<file path="config.mk">
export PLATFORM = sky130hd
export DESIGN_NAME = serial_memory_master
export DESIGN_NICKNAME = d
export VERILOG_FILES = /design/src/inc/serial_memory_master_pkg.sv /design/src/design/twowire_master.sv /design/src/design/serial_memory_master.sv
export SDC_FILE = /design/constraint.sdc
export NUM_CORES = 1
export LEC_CHECK = 0
export CORE_MARGIN = 4
export CORE_UTILIZATION = 50
export CTS_BUF_LIST = sky130_fd_sc_hd__clkbuf_4
export DETAILED_ROUTE_END_ITERATION = 10
export DONT_BUFFER_PORTS = 1
export PLACE_DENSITY = 0.64
export SLEW_MARGIN = 5
export SYNTH_ARGS = -nofsm -noshare
export SYNTH_HDL_FRONTEND = slang
export SYNTH_HIERARCHICAL = 1
export SYNTH_SLANG_ARGS = --single-unit
</file>
<file path="constraint.sdc">
create_clock -name mclk -period 4.1 [get_ports mclk]
set_clock_uncertainty 0.05 [all_clocks]
set_input_delay 0.82 -clock mclk [delete_from_list [all_inputs] [get_ports mclk]]
set_output_delay 0.82 -clock mclk [all_outputs]
set_load 0.02 [all_outputs]
</file>
<file path="src/inc/serial_memory_master_pkg.sv">
// constants and types shared by the serial memory master and its two-wire engine
// How it works
// RQ1: only one link format, four-wire or two-wire, runs at any time.
// RQ2: four-wire link offers two separate chip selects on shared clock and data.
// RQ3: chip select active level is selectable high or low.
// RQ4: four-wire clock idle level and sampling phase are selectable, four combinations.
// RQ5: four-wire clock is programmable from 101.96 kHz to 26 MHz.
// RQ6: four-wire bit order is selectable, most or least significant first.
// RQ7: a four-wire access sends command bits, then address bits, select held.
// RQ8: the memory answers a read by shifting out bytes from the address.
// RQ9: during a read, select stays asserted until all bytes arrived, then drops.
// RQ10: during a program, select stays asserted until all write bytes are sent.
// RQ11: command code and address width are configurable to suit the memory.
// RQ12: a codec target takes an 8-bit header first, then one or more bytes.
// RQ13: two-wire link is clock master only, standard 100 kHz or fast 400 kHz.
// RQ14: two-wire drivers are selectable as open-drain or push-pull.
// RQ15: two-wire targets use 7-bit addresses only.
// RQ16: two-wire transfer opens with START, target address and direction, byte address.
// RQ17: every two-wire byte is shifted most significant bit first.
// RQ18: on two-wire reads the master acknowledges each byte and refuses the last.
// RQ19: on two-wire writes the master samples the target acknowledge after every byte.
// RQ20: multi-byte two-wire transfers run without breaks; STOP only after the last byte.
// RQ21: a refused address or write byte ends the transfer with STOP and an error.
// RQ22: two-wire clock comes from a divider that never exceeds the chosen rate.
package serial_memory_master_pkg;

  localparam int MCLK_HZ = 200_000_000;
  localparam int SPI_FMAX_HZ = 26_000_000;
  // lowest four-wire rate in units of 10 Hz (101.96 kHz)
  localparam int SPI_FMIN_10HZ = 10196;
  localparam int I2C_STD_HZ = 100_000;
  localparam int I2C_FAST_HZ = 400_000;

  localparam int SPI_HALF_W = 10;
  localparam int I2C_Q_W = 12;
  localparam logic [SPI_HALF_W-1:0] SPI_HALF_MIN =
    SPI_HALF_W'((MCLK_HZ + 2 * SPI_FMAX_HZ - 1) / (2 * SPI_FMAX_HZ));
  localparam logic [SPI_HALF_W-1:0] SPI_HALF_MAX = SPI_HALF_W'(MCLK_HZ / (20 * SPI_FMIN_10HZ));
  localparam logic [I2C_Q_W-1:0] I2C_Q_STD = I2C_Q_W'((MCLK_HZ + 4 * I2C_STD_HZ - 1) / (4 * I2C_STD_HZ));
  localparam logic [I2C_Q_W-1:0] I2C_Q_FAST = I2C_Q_W'((MCLK_HZ + 4 * I2C_FAST_HZ - 1) / (4 * I2C_FAST_HZ));

  localparam logic [3:0] BYTE_BITS = 4'h8;
  localparam logic [1:0] CS_RESET = 2'h3;
  localparam logic [1:0] SYNC_RESET = 2'h0;

  typedef enum logic [1:0] {S_IDLE = 2'b00, S_SHIFT = 2'b01, S_TRAIL = 2'b11} spi_state_type;
  typedef enum logic [2:0] {
    I_IDLE = 3'b000, I_START = 3'b001, I_BITS = 3'b011, I_STOP = 3'b010, I_RSTART = 3'b110
  } i2c_state_type;
  typedef enum logic [1:0] {STG_DEVW = 2'h0, STG_MEM = 2'h1, STG_DEVR = 2'h3, STG_DATA = 2'h2} i2c_stage_type;

endpackage : serial_memory_master_pkg

</file>
<file path="src/design/twowire_master.sv">
// two-wire bus master engine: start, addressing, data bytes, acknowledge, stop
module twowire_master
  import serial_memory_master_pkg::*;
#(
  parameter int CNT_W = 8
) (
  // clock and reset
  input wire logic mclk,
  input wire logic rst,
  // control
  input wire logic go,
  input wire logic is_write,
  input wire logic fast,
  input wire logic opendrain,
  input wire logic [7:0] extra,
  input wire logic [6:0] dev_addr,
  input wire logic [7:0] mem_addr,
  input wire logic [CNT_W-1:0] byte_count,
  // data
  input wire logic [7:0] tx_data,
  output logic tx_take,
  output logic [7:0] rx_data,
  output logic rx_valid,
  // status
  output logic busy,
  output logic done,
  output logic nack,
  // line, sda_in already synchronised
  input wire logic sda_in,
  output logic scl_o,
  output logic scl_oe,
  output logic sda_o,
  output logic sda_oe
);

  i2c_state_type state;
  i2c_stage_type stage;
  logic [1:0] q;
  logic [I2C_Q_W-1:0] qc;
  logic [I2C_Q_W-1:0] quarter;
  logic [3:0] bitn;
  logic [7:0] sh;
  logic [CNT_W-1:0] left;
  logic rd_byte, fail, scl_lvl, sda_lvl, sda_drv, tick;

  // stretch only lengthens the quarter period, so the chosen rate is never exceeded
  assign quarter = (fast ? I2C_Q_FAST : I2C_Q_STD) + {4'h0, extra}; // see RQ13 RQ22
  assign tick = (qc == '0);
  assign busy = (state != I_IDLE);

  always_ff @(posedge mclk or posedge rst) begin
    if (rst) qc <= '0;
    else if (!busy || tick) qc <= busy ? quarter - 1'b1 : '0;
    else qc <= qc - 1'b1;
  end

  always_ff @(posedge mclk or posedge rst) begin
    if (rst) begin
      state <= I_IDLE;
      stage <= STG_DEVW;
      q <= 2'h0;
      bitn <= 4'h0;
      sh <= 8'h00;
      left <= '0;
      rd_byte <= 1'b0;
      fail <= 1'b0;
      scl_lvl <= 1'b1;
      sda_lvl <= 1'b1;
      sda_drv <= 1'b1;
      tx_take <= 1'b0;
      rx_data <= 8'h00;
      rx_valid <= 1'b0;
      done <= 1'b0;
      nack <= 1'b0;
    end else begin
      tx_take <= 1'b0;
      rx_valid <= 1'b0;
      done <= 1'b0;
      nack <= 1'b0;
      case (state)
        I_IDLE: if (go) begin
          state <= I_START;
          q <= 2'h0;
          stage <= STG_DEVW;
          rd_byte <= 1'b0;
          fail <= 1'b0;
          sh <= {dev_addr, 1'b0}; // see RQ15 RQ16
          left <= (byte_count == '0) ? CNT_W'(1) : byte_count;
        end
        I_START: if (tick) begin
          q <= q + 2'h1;
          case (q)
            2'h0: begin
              scl_lvl <= 1'b1;
              sda_lvl <= 1'b1;
              sda_drv <= 1'b1;
            end
            2'h1: sda_lvl <= 1'b0; // see RQ16
            default: begin
              scl_lvl <= 1'b0;
              state <= I_BITS;
              q <= 2'h0;
              bitn <= 4'h0;
            end
          endcase
        end
        I_RSTART: if (tick) begin
          q <= 2'h1;
          if (q == 2'h0) begin
            scl_lvl <= 1'b0;
            sda_lvl <= 1'b1;
            sda_drv <= 1'b1;
          end else begin
            scl_lvl <= 1'b1;
            state <= I_START;
          end
        end
        I_BITS: if (tick) begin
          q <= q + 2'h1;
          case (q)
            2'h0: begin
              scl_lvl <= 1'b0;
              if (bitn < BYTE_BITS) begin
                sda_drv <= !rd_byte;
                sda_lvl <= rd_byte | sh[7]; // see RQ17
              end else if (rd_byte) begin
                sda_drv <= 1'b1;
                sda_lvl <= (left == CNT_W'(1)); // see RQ18
              end else begin
                sda_drv <= 1'b0;
                sda_lvl <= 1'b1;
              end
            end
            2'h1: scl_lvl <= 1'b1;
            2'h2: begin
              if (bitn < BYTE_BITS) begin
                if (rd_byte) sh <= {sh[6:0], sda_in};
              end else if (!rd_byte) begin
                fail <= sda_in; // see RQ19
              end
            end
            default: begin
              scl_lvl <= 1'b0;
              if (bitn < BYTE_BITS) begin
                bitn <= bitn + 4'h1;
                if (!rd_byte) sh <= {sh[6:0], 1'b0};
              end else begin
                bitn <= 4'h0;
                if (fail) begin
                  state <= I_STOP; // see RQ21
                  nack <= 1'b1;
                end else begin
                  case (stage)
                    STG_DEVW: begin
                      stage <= STG_MEM;
                      sh <= mem_addr; // see RQ16
                    end
                    STG_MEM: begin
                      if (is_write) begin
                        stage <= STG_DATA;
                        sh <= tx_data;
                        tx_take <= 1'b1;
                      end else begin
                        state <= I_RSTART;
                        stage <= STG_DEVR;
                        sh <= {dev_addr, 1'b1};
                      end
                    end
                    STG_DEVR: begin
                      stage <= STG_DATA;
                      rd_byte <= 1'b1;
                    end
                    default: begin
                      if (rd_byte) begin
                        rx_data <= sh;
                        rx_valid <= 1'b1;
                      end
                      left <= left - CNT_W'(1);
                      if (left == CNT_W'(1)) begin
                        state <= I_STOP; // see RQ20
                      end else if (!rd_byte) begin
                        sh <= tx_data;
                        tx_take <= 1'b1;
                      end
                    end
                  endcase
                end
              end
            end
          endcase
        end
        I_STOP: if (tick) begin
          q <= q + 2'h1;
          case (q)
            2'h0: begin
              scl_lvl <= 1'b0;
              sda_lvl <= 1'b0;
              sda_drv <= 1'b1;
            end
            2'h1: scl_lvl <= 1'b1;
            2'h2: sda_lvl <= 1'b1; // see RQ20
            default: begin
              state <= I_IDLE;
              done <= 1'b1;
            end
          endcase
        end
        default: state <= I_IDLE;
      endcase
    end
  end

  // open-drain only ever pulls low; push-pull drives both levels
  always_ff @(posedge mclk or posedge rst) begin
    if (rst) begin
      scl_o <= 1'b0;
      scl_oe <= 1'b0;
      sda_o <= 1'b0;
      sda_oe <= 1'b0;
    end else begin
      scl_o <= opendrain ? 1'b0 : scl_lvl; // see RQ14
      scl_oe <= opendrain ? !scl_lvl : 1'b1;
      sda_o <= opendrain ? 1'b0 : sda_lvl;
      sda_oe <= sda_drv & (opendrain ? !sda_lvl : 1'b1);
    end
  end

endmodule : twowire_master

</file>
<file path="src/design/serial_memory_master.sv">
// serial memory port master: four-wire engine, format selection and shared status
module serial_memory_master
  import serial_memory_master_pkg::*;
#(
  parameter int CNT_W = 8
) (
  // clock and reset
  input wire logic mclk,
  input wire logic rst,
  // transfer control
  input wire logic start,
  input wire logic use_twowire,
  input wire logic is_write,
  input wire logic [CNT_W-1:0] byte_count,
  output logic busy,
  output logic done,
  output logic error,
  input wire logic error_clear,
  // data
  input wire logic [7:0] tx_data,
  output logic tx_take,
  output logic [7:0] rx_data,
  output logic rx_valid,
  // four-wire setup
  input wire logic cs_sel,
  input wire logic cs_active_high,
  input wire logic cpol,
  input wire logic cpha,
  input wire logic lsb_first,
  input wire logic [SPI_HALF_W-1:0] sck_half,
  input wire logic [7:0] cmd_code,
  input wire logic [3:0] cmd_bits,
  input wire logic [23:0] mem_address,
  input wire logic [4:0] addr_bits,
  // two-wire setup
  input wire logic [6:0] dev_addr,
  input wire logic [7:0] byte_addr,
  input wire logic fast_rate,
  input wire logic open_drain,
  input wire logic [7:0] scl_stretch,
  // four-wire pins
  output logic sck,
  output logic mosi,
  input wire logic miso,
  output logic [1:0] cs,
  // two-wire pins
  output logic scl_o,
  output logic scl_oe,
  output logic sda_o,
  output logic sda_oe,
  input wire logic sda_i
);

  // the 12-bit bit counter must hold header plus eight bits per byte
  if (CNT_W < 1 || CNT_W > 8) begin : g_bad_cnt_w
    $error("CNT_W must lie between 1 and 8");
  end

  // pin synchronisers, stage 0 feeds stage 1 only
  logic [1:0] miso_sync, sda_sync;

  always_ff @(posedge mclk or posedge rst) begin
    if (rst) begin
      miso_sync <= SYNC_RESET;
      sda_sync <= SYNC_RESET;
    end else begin
      miso_sync <= {miso_sync[0], miso};
      sda_sync <= {sda_sync[0], sda_i};
    end
  end

  // format selection and shared status
  logic spi_go, i2c_go, i2c_busy, i2c_done, i2c_nack, i2c_take, i2c_rx_valid;
  logic spi_done, spi_take, spi_rx_valid, twowire_active;
  logic [7:0] i2c_rx, spi_rx;
  spi_state_type spi_state;

  assign busy = (spi_state != S_IDLE) | i2c_busy;
  assign spi_go = start & !busy & !use_twowire; // see RQ1
  assign i2c_go = start & !busy & use_twowire; // see RQ1
  assign done = spi_done | i2c_done;
  assign tx_take = spi_take | i2c_take;
  assign rx_valid = spi_rx_valid | i2c_rx_valid;
  assign rx_data = twowire_active ? i2c_rx : spi_rx;

  always_ff @(posedge mclk or posedge rst) begin
    if (rst) twowire_active <= 1'b0;
    else if (start && !busy) twowire_active <= use_twowire;
  end

  // a refusal arriving with the clear still sets the flag
  always_ff @(posedge mclk or posedge rst) begin
    if (rst) error <= 1'b0;
    else if (i2c_nack) error <= 1'b1; // see RQ21
    else if (error_clear) error <= 1'b0;
  end

  twowire_master #(
    .CNT_W(CNT_W)
  ) u_twowire (
    .mclk(mclk),
    .rst(rst),
    .go(i2c_go),
    .is_write(is_write),
    .fast(fast_rate),
    .opendrain(open_drain),
    .extra(scl_stretch),
    .dev_addr(dev_addr),
    .mem_addr(byte_addr),
    .byte_count(byte_count),
    .tx_data(tx_data),
    .tx_take(i2c_take),
    .rx_data(i2c_rx),
    .rx_valid(i2c_rx_valid),
    .busy(i2c_busy),
    .done(i2c_done),
    .nack(i2c_nack),
    .sda_in(sda_sync[1]),
    .scl_o(scl_o),
    .scl_oe(scl_oe),
    .sda_o(sda_o),
    .sda_oe(sda_oe)
  );

  // four-wire engine
  logic [SPI_HALF_W-1:0] half_eff, hc;
  logic [CNT_W-1:0] byte_count_eff;
  logic [11:0] idx, nbits, hlen, drive_idx, data_pos;
  logic [7:0] txb, rxsh, rx_next;
  logic h, edge_ev, samp_ev, drive_ev, load_ev;

  assign half_eff = (sck_half < SPI_HALF_MIN) ? SPI_HALF_MIN :
                    (sck_half > SPI_HALF_MAX) ? SPI_HALF_MAX : sck_half; // see RQ5
  assign byte_count_eff = (byte_count == '0) ? CNT_W'(1) : byte_count;
  assign hlen = {8'h00, cmd_bits} + {7'h00, addr_bits}; // see RQ11 RQ12
  assign nbits = hlen + 12'({byte_count_eff, 3'h0});
  assign edge_ev = (spi_state == S_SHIFT) && (hc == '0);
  assign samp_ev = edge_ev && (h == cpha); // see RQ4
  assign drive_ev = edge_ev && (h != cpha) && (drive_idx < nbits);
  assign drive_idx = cpha ? idx : idx + 12'h001;
  assign data_pos = idx - hlen;
  assign rx_next = lsb_first ? {miso_sync[1], rxsh[7:1]} : {rxsh[6:0], miso_sync[1]}; // see RQ6
  assign load_ev = (spi_go && !cpha && is_load(12'h000)) || (drive_ev && is_load(drive_idx));

  // value of transfer bit k: command, then address, then write data
  function automatic logic out_bit(input logic [11:0] k);
    logic [11:0] j;
    logic [2:0] b;
    j = 12'h000;
    b = 3'h0;
    if (k < {8'h00, cmd_bits}) begin
      j = lsb_first ? k : {8'h00, cmd_bits} - 12'h001 - k;
      out_bit = cmd_code[j[2:0]];
    end else if (k < hlen) begin
      j = k - {8'h00, cmd_bits};
      j = lsb_first ? j : {7'h00, addr_bits} - 12'h001 - j;
      out_bit = mem_address[j[4:0]];
    end else if (is_write) begin
      j = k - hlen;
      b = lsb_first ? j[2:0] : 3'h7 - j[2:0];
      out_bit = (j[2:0] == 3'h0) ? tx_data[b] : txb[b];
    end else begin
      out_bit = 1'b0;
    end
  endfunction : out_bit

  // first bit of a write byte takes a new byte from the user side
  function automatic logic is_load(input logic [11:0] k);
    logic [11:0] j;
    j = k - hlen;
    is_load = is_write && (k >= hlen) && (j[2:0] == 3'h0);
  endfunction : is_load

  // sequencing and bit counting
  always_ff @(posedge mclk or posedge rst) begin
    if (rst) begin
      spi_state <= S_IDLE;
      hc <= '0;
      h <= 1'b0;
      idx <= 12'h000;
      spi_done <= 1'b0;
    end else begin
      spi_done <= 1'b0;
      case (spi_state)
        S_IDLE: if (spi_go) begin
          spi_state <= S_SHIFT;
          hc <= half_eff - 1'b1;
          h <= 1'b0;
          idx <= 12'h000;
        end
        S_SHIFT: begin
          if (hc != '0) begin
            hc <= hc - 1'b1;
          end else begin
            hc <= half_eff - 1'b1;
            h <= !h;
            if (h) begin
              idx <= idx + 12'h001;
              if (idx + 12'h001 == nbits) spi_state <= S_TRAIL; // see RQ9 RQ10
            end
          end
        end
        S_TRAIL: begin
          if (hc != '0) begin
            hc <= hc - 1'b1;
          end else begin
            spi_state <= S_IDLE;
            spi_done <= 1'b1;
          end
        end
        default: spi_state <= S_IDLE;
      endcase
    end
  end

  // clock, data out and chip selects
  always_ff @(posedge mclk or posedge rst) begin
    if (rst) begin
      sck <= 1'b0;
      mosi <= 1'b0;
      cs <= CS_RESET;
    end else begin
      if (spi_state == S_IDLE) sck <= cpol; // see RQ4
      else if (edge_ev) sck <= h ? cpol : !cpol;
      if (spi_go && !cpha) mosi <= out_bit(12'h000); // see RQ7
      else if (drive_ev) mosi <= out_bit(drive_idx); // see RQ7 RQ6
      for (int i = 0; i < 2; i++) begin
        cs[i] <= ((spi_state != S_IDLE) && (cs_sel == 1'(i))) == cs_active_high; // see RQ2 RQ3 RQ9
      end
    end
  end

  // write bytes taken and read bytes assembled
  always_ff @(posedge mclk or posedge rst) begin
    if (rst) begin
      txb <= 8'h00;
      spi_take <= 1'b0;
      rxsh <= 8'h00;
      spi_rx <= 8'h00;
      spi_rx_valid <= 1'b0;
    end else begin
      spi_take <= load_ev; // see RQ10
      spi_rx_valid <= 1'b0;
      if (load_ev) txb <= tx_data;
      if (samp_ev && !is_write && idx >= hlen) begin
        rxsh <= rx_next;
        if (data_pos[2:0] == 3'h7) begin
          spi_rx <= rx_next; // see RQ9
          spi_rx_valid <= 1'b1;
        end
      end
    end
  end

  // checks
  logic cs0_on, cs1_on, scl_line, sda_line, first_cmd_bit;
  logic [CNT_W:0] chk_bytes;

  assign cs0_on = (cs[0] == cs_active_high);
  assign cs1_on = (cs[1] == cs_active_high);
  assign scl_line = scl_oe ? scl_o : 1'b1;
  assign sda_line = sda_oe ? sda_o : 1'b1;
  assign first_cmd_bit = lsb_first ? cmd_code[0] : cmd_code[3'(cmd_bits - 4'h1)];

  always_ff @(posedge mclk or posedge rst) begin
    if (rst) chk_bytes <= '0;
    else if (spi_go) chk_bytes <= '0;
    else if (spi_take || spi_rx_valid) chk_bytes <= chk_bytes + 1'b1;
  end
endmodule : serial_memory_master

</file>
==> out/metrics.cfg <==
[logic_synthesis]
seq_area_frac_synth_pct=27.48
synth_cell_types=100
syn_nets=1466
async_flop_share_pct=100.0
syn_inst=1285
synth_top_area_share_pct=26.30
ys_ff_latch=122
synth_edf_count=0
synth_largest_area_cell=dfrtp_1
synthFlopType=dfrtp_1
synthTopCellsByArea=dfrtp_1, ha_1, a21oi_1, mux2_2, nand2_1
syn_avg_cell_area_um2=8.663
synth_area_um2=11130
ys_warn_count=6

[routing]
avgViaCountPerCell=6.104
vias=10020
drtIter0Drc=656
wire_per_inst_um=18.19
ant_nets=0
dr.pass1.iters=5
finalWirelength_um=29860
drc=0

[worst_setup_path]
crit_path_max_fanout=9
ff2ff_setup_slack_ns=0.08
worstPathArrival_ns=4.56
cp_cell_sequence=ha_4 -> inv_2 -> fa_2 -> nor2b_4 -> o31a_4 -> xnor2_4 -> xnor2_2 -> ha_2 -> a311oi_2 -> nand3_2 -> maj3_2 -> nand4_1 -> xor2_1 -> ha_2 -> a21o_1 -> a2111oi_4 -> o31ai_4 -> o31ai_4 -> buf_12 -> mux2_4
path_class=in2reg
reg2reg_to=mosi
cp-end-kind=flop
required_ns=4.47
rr_startpoint=idx[0]
crit_path_top_delay_cell=maj3_2
critPathMaxStageDelay_ns=0.35
critPathLaunchType=primary input
reg2reg_depth=14

[grt]
grt_max_degree=48
grt_overflow=0
antenna_found_initial=2
grt_use_total_pct=23.99
grt_pass1_vias=9642
grt_pass1_wl_um=48470

[final_layout]
final_layout_size_suffix_gt1_share_pct=20.07
nets=1528
multi_input_area_um2=7741
final_cells=1642
area_growth_pct=13.18
nFillCells=1981
final_cell_mix=dfrtp_1, nand2_1, buf_4
final_common_cell=dfrtp_1
finish.utilization_pct=57.56
design_area_um2=12600
register_area_um2=3060

[power]
powerDensity_nw_per_um2=408.1
finalPower_mw=5.142
ir_worst_vdd_mv=0.1644
leakage_nw=5.650

[die]
rows=54
core_um2=21890
fp.dieH_um=157.2
chipWidth_um=157.2
io_pins=126
start_util_pct=50.85
die_area_um2=24720

[clocking]
htree_levels=4
cts_buffer_depth=2
clk_pin_slew_ns=0.14
cts_made_buffers=17
cts_root_buf=clkbuf_4
clkLatencyLatePin_ns=0.56
cts_tree=built
cts_sinks=122

[sta]
post-route-min-period_ns=4.188
finalSetupViolations=9
drv_slew=0
relSlewSlack_pct=28.50
tightest_slew_ns=1.063
fmax_mhz=238.8
setup_ws_ns=-0.08767
rsz0062_at_grt=yes
period_share_pct=102.1
finalHoldViolCount=0

[place]
place.gp.congestion=0.8860
dp_slack_ns=-0.8642
hpwl_um=22370
place_area_um2=11920
io_buffer_count=0
placed_cells=1582

[min_path]
hold_path.class=in2async

[status]
violations=negative setup slack
status=finished, violations left

[run]
cap_violations=0

-- how the worst max path moves through the flow --
stage | end | startpoint | cells after the start | slack (ns)
floorplan | txb[0] | cmd_bits[0] | 19 | -0.66
detailed placement | txb[7] | cmd_bits[1] | 17 | -0.86
global route | txb[0] | cmd_bits[0] | 20 | -0.22
global placement | txb[6] | cmd_bits[1] | 17 | -0.77
finish | txb[0] | cmd_bits[0] | 20 | -0.09
CTS | txb[0] | cmd_bits[0] | 20 | -0.06
-- synth_stat cells (7+ instances only) --
| library cell | n |
|---|---|
| mux2_2 | 36 |
| nand4_1 | 17 |
| a21o_1 | 15 |
| xnor2_1 | 42 |
| a21oi_1 | 84 |
| inv_1 | 60 |
| or3_1 | 9 |
| mux2i_1 | 32 |
| and3_1 | 15 |
| a211oi_1 | 24 |
| fa_1 | 7 |
| a31oi_1 | 12 |
| nor3_1 | 36 |
| o31ai_1 | 13 |
| dfrtp_1 | 117 |
| nor3b_1 | 9 |
| nand3b_1 | 9 |
| ha_1 | 69 |
| clkbuf_1 | 51 |
| o21ai_0 | 66 |
| nor4_1 | 15 |
| a22oi_1 | 12 |
| mux2_4 | 8 |
| o211ai_1 | 9 |
| o21ai_1 | 11 |
| nand2b_1 | 18 |
| a211o_1 | 10 |
| nor2_1 | 101 |
| mux4_2 | 13 |
| nand2_1 | 107 |
| or2_2 | 9 |
| o21a_1 | 8 |
| nor2b_1 | 14 |
| nand3_1 | 38 |
| xor2_1 | 36 |
-- what timing repair did --
action | in CTS | in global routing
setup endpoints to repair | 9 | 10
hold buffers | 0 | 0
hold endpoints to repair | 0 | 0
gates resized for setup | 10 | 21
pin swaps | 22 | 10
setup buffers | 20 | 7
-- state kept, by name (all words and copies together) (netlist names), 8 cells and up --
register and count:
u_twowire/left 8, u_twowire/rx_data 8, txb 8, rxsh 8
spi_rx 8, hc 10, u_twowire/sh 8, idx 12
u_twowire/qc 12
-- critical path: cells and delay by family --
kind / cells / cell delay (ns)
buffers and inverters: 2 / 0.22
AOI/OAI and AO/OA: 6 / 1.46
and+or+nand+nor: 3 / 0.28
muxes: 1 / 0.30
xor gates and xnor gates: 3 / 0.37
adders and majority gates: 5 / 1.09
-- where the power goes --
| part | switching (mW) | total [mW] | leakage (nW) | internal, mW |
|---|---|---|---|---|
| Clock | 0.547 | 0.998 | 0.181 | 0.451 |
| Combinational | 1.35 | 2.38 | 3.90 | 1.03 |
| Sequential | 0.304 | 1.76 | 1.57 | 1.46 |
| Total | 2.20 | 5.14 | 5.65 | 2.94 |
-- cells by family after synthesis --
| logic type | synth area share (%) |
|---|---|
| DFF | 27.48 |
| adders and majority gates | 9.396 |
| and+or+nand+nor | 20.28 |
| xor gates and xnor gates | 6.789 |
| AOI/OAI and AO/OA | 20.72 |
| buffers and inverters | 5.013 |
| muxes | 10.33 |
-- metrics by stage --
stage | hold slack [ns] | setup TNS [ns]
detailed placement | 0.2873 | -9.273
CTS | 0.1281 | -0.4256
global route | 0.1604 | -1.844
finish | 0.1520 | -0.6747
global placement | 0.2822 | -8.223
floorplan | 0.2812 | -6.537
-- final cells by class --
class	count	share of cell area (%)
Multi-Input combinational cell	1031	61.44
Clock inverter	15	1.619
Clock buffer	17	1.013
Sequential cell	122	24.29
Tap cell	280	2.781
Timing Repair Buffer	110	6.882
Inverter	65	1.936
Antenna cell	2	0.03972
-- per-layer routing --
layer	share of wire (%)	track usage, %	wire length (um)	vias up
met2	48	39.98	14310	230
met1	46	32.51	13660	4893
met3	4.2	3.684	1260	39
met5	0	0	0	-
li1	-	-	-	4860
met4	2.1	6.841	633	0
(Power assumes the default switching activity.)
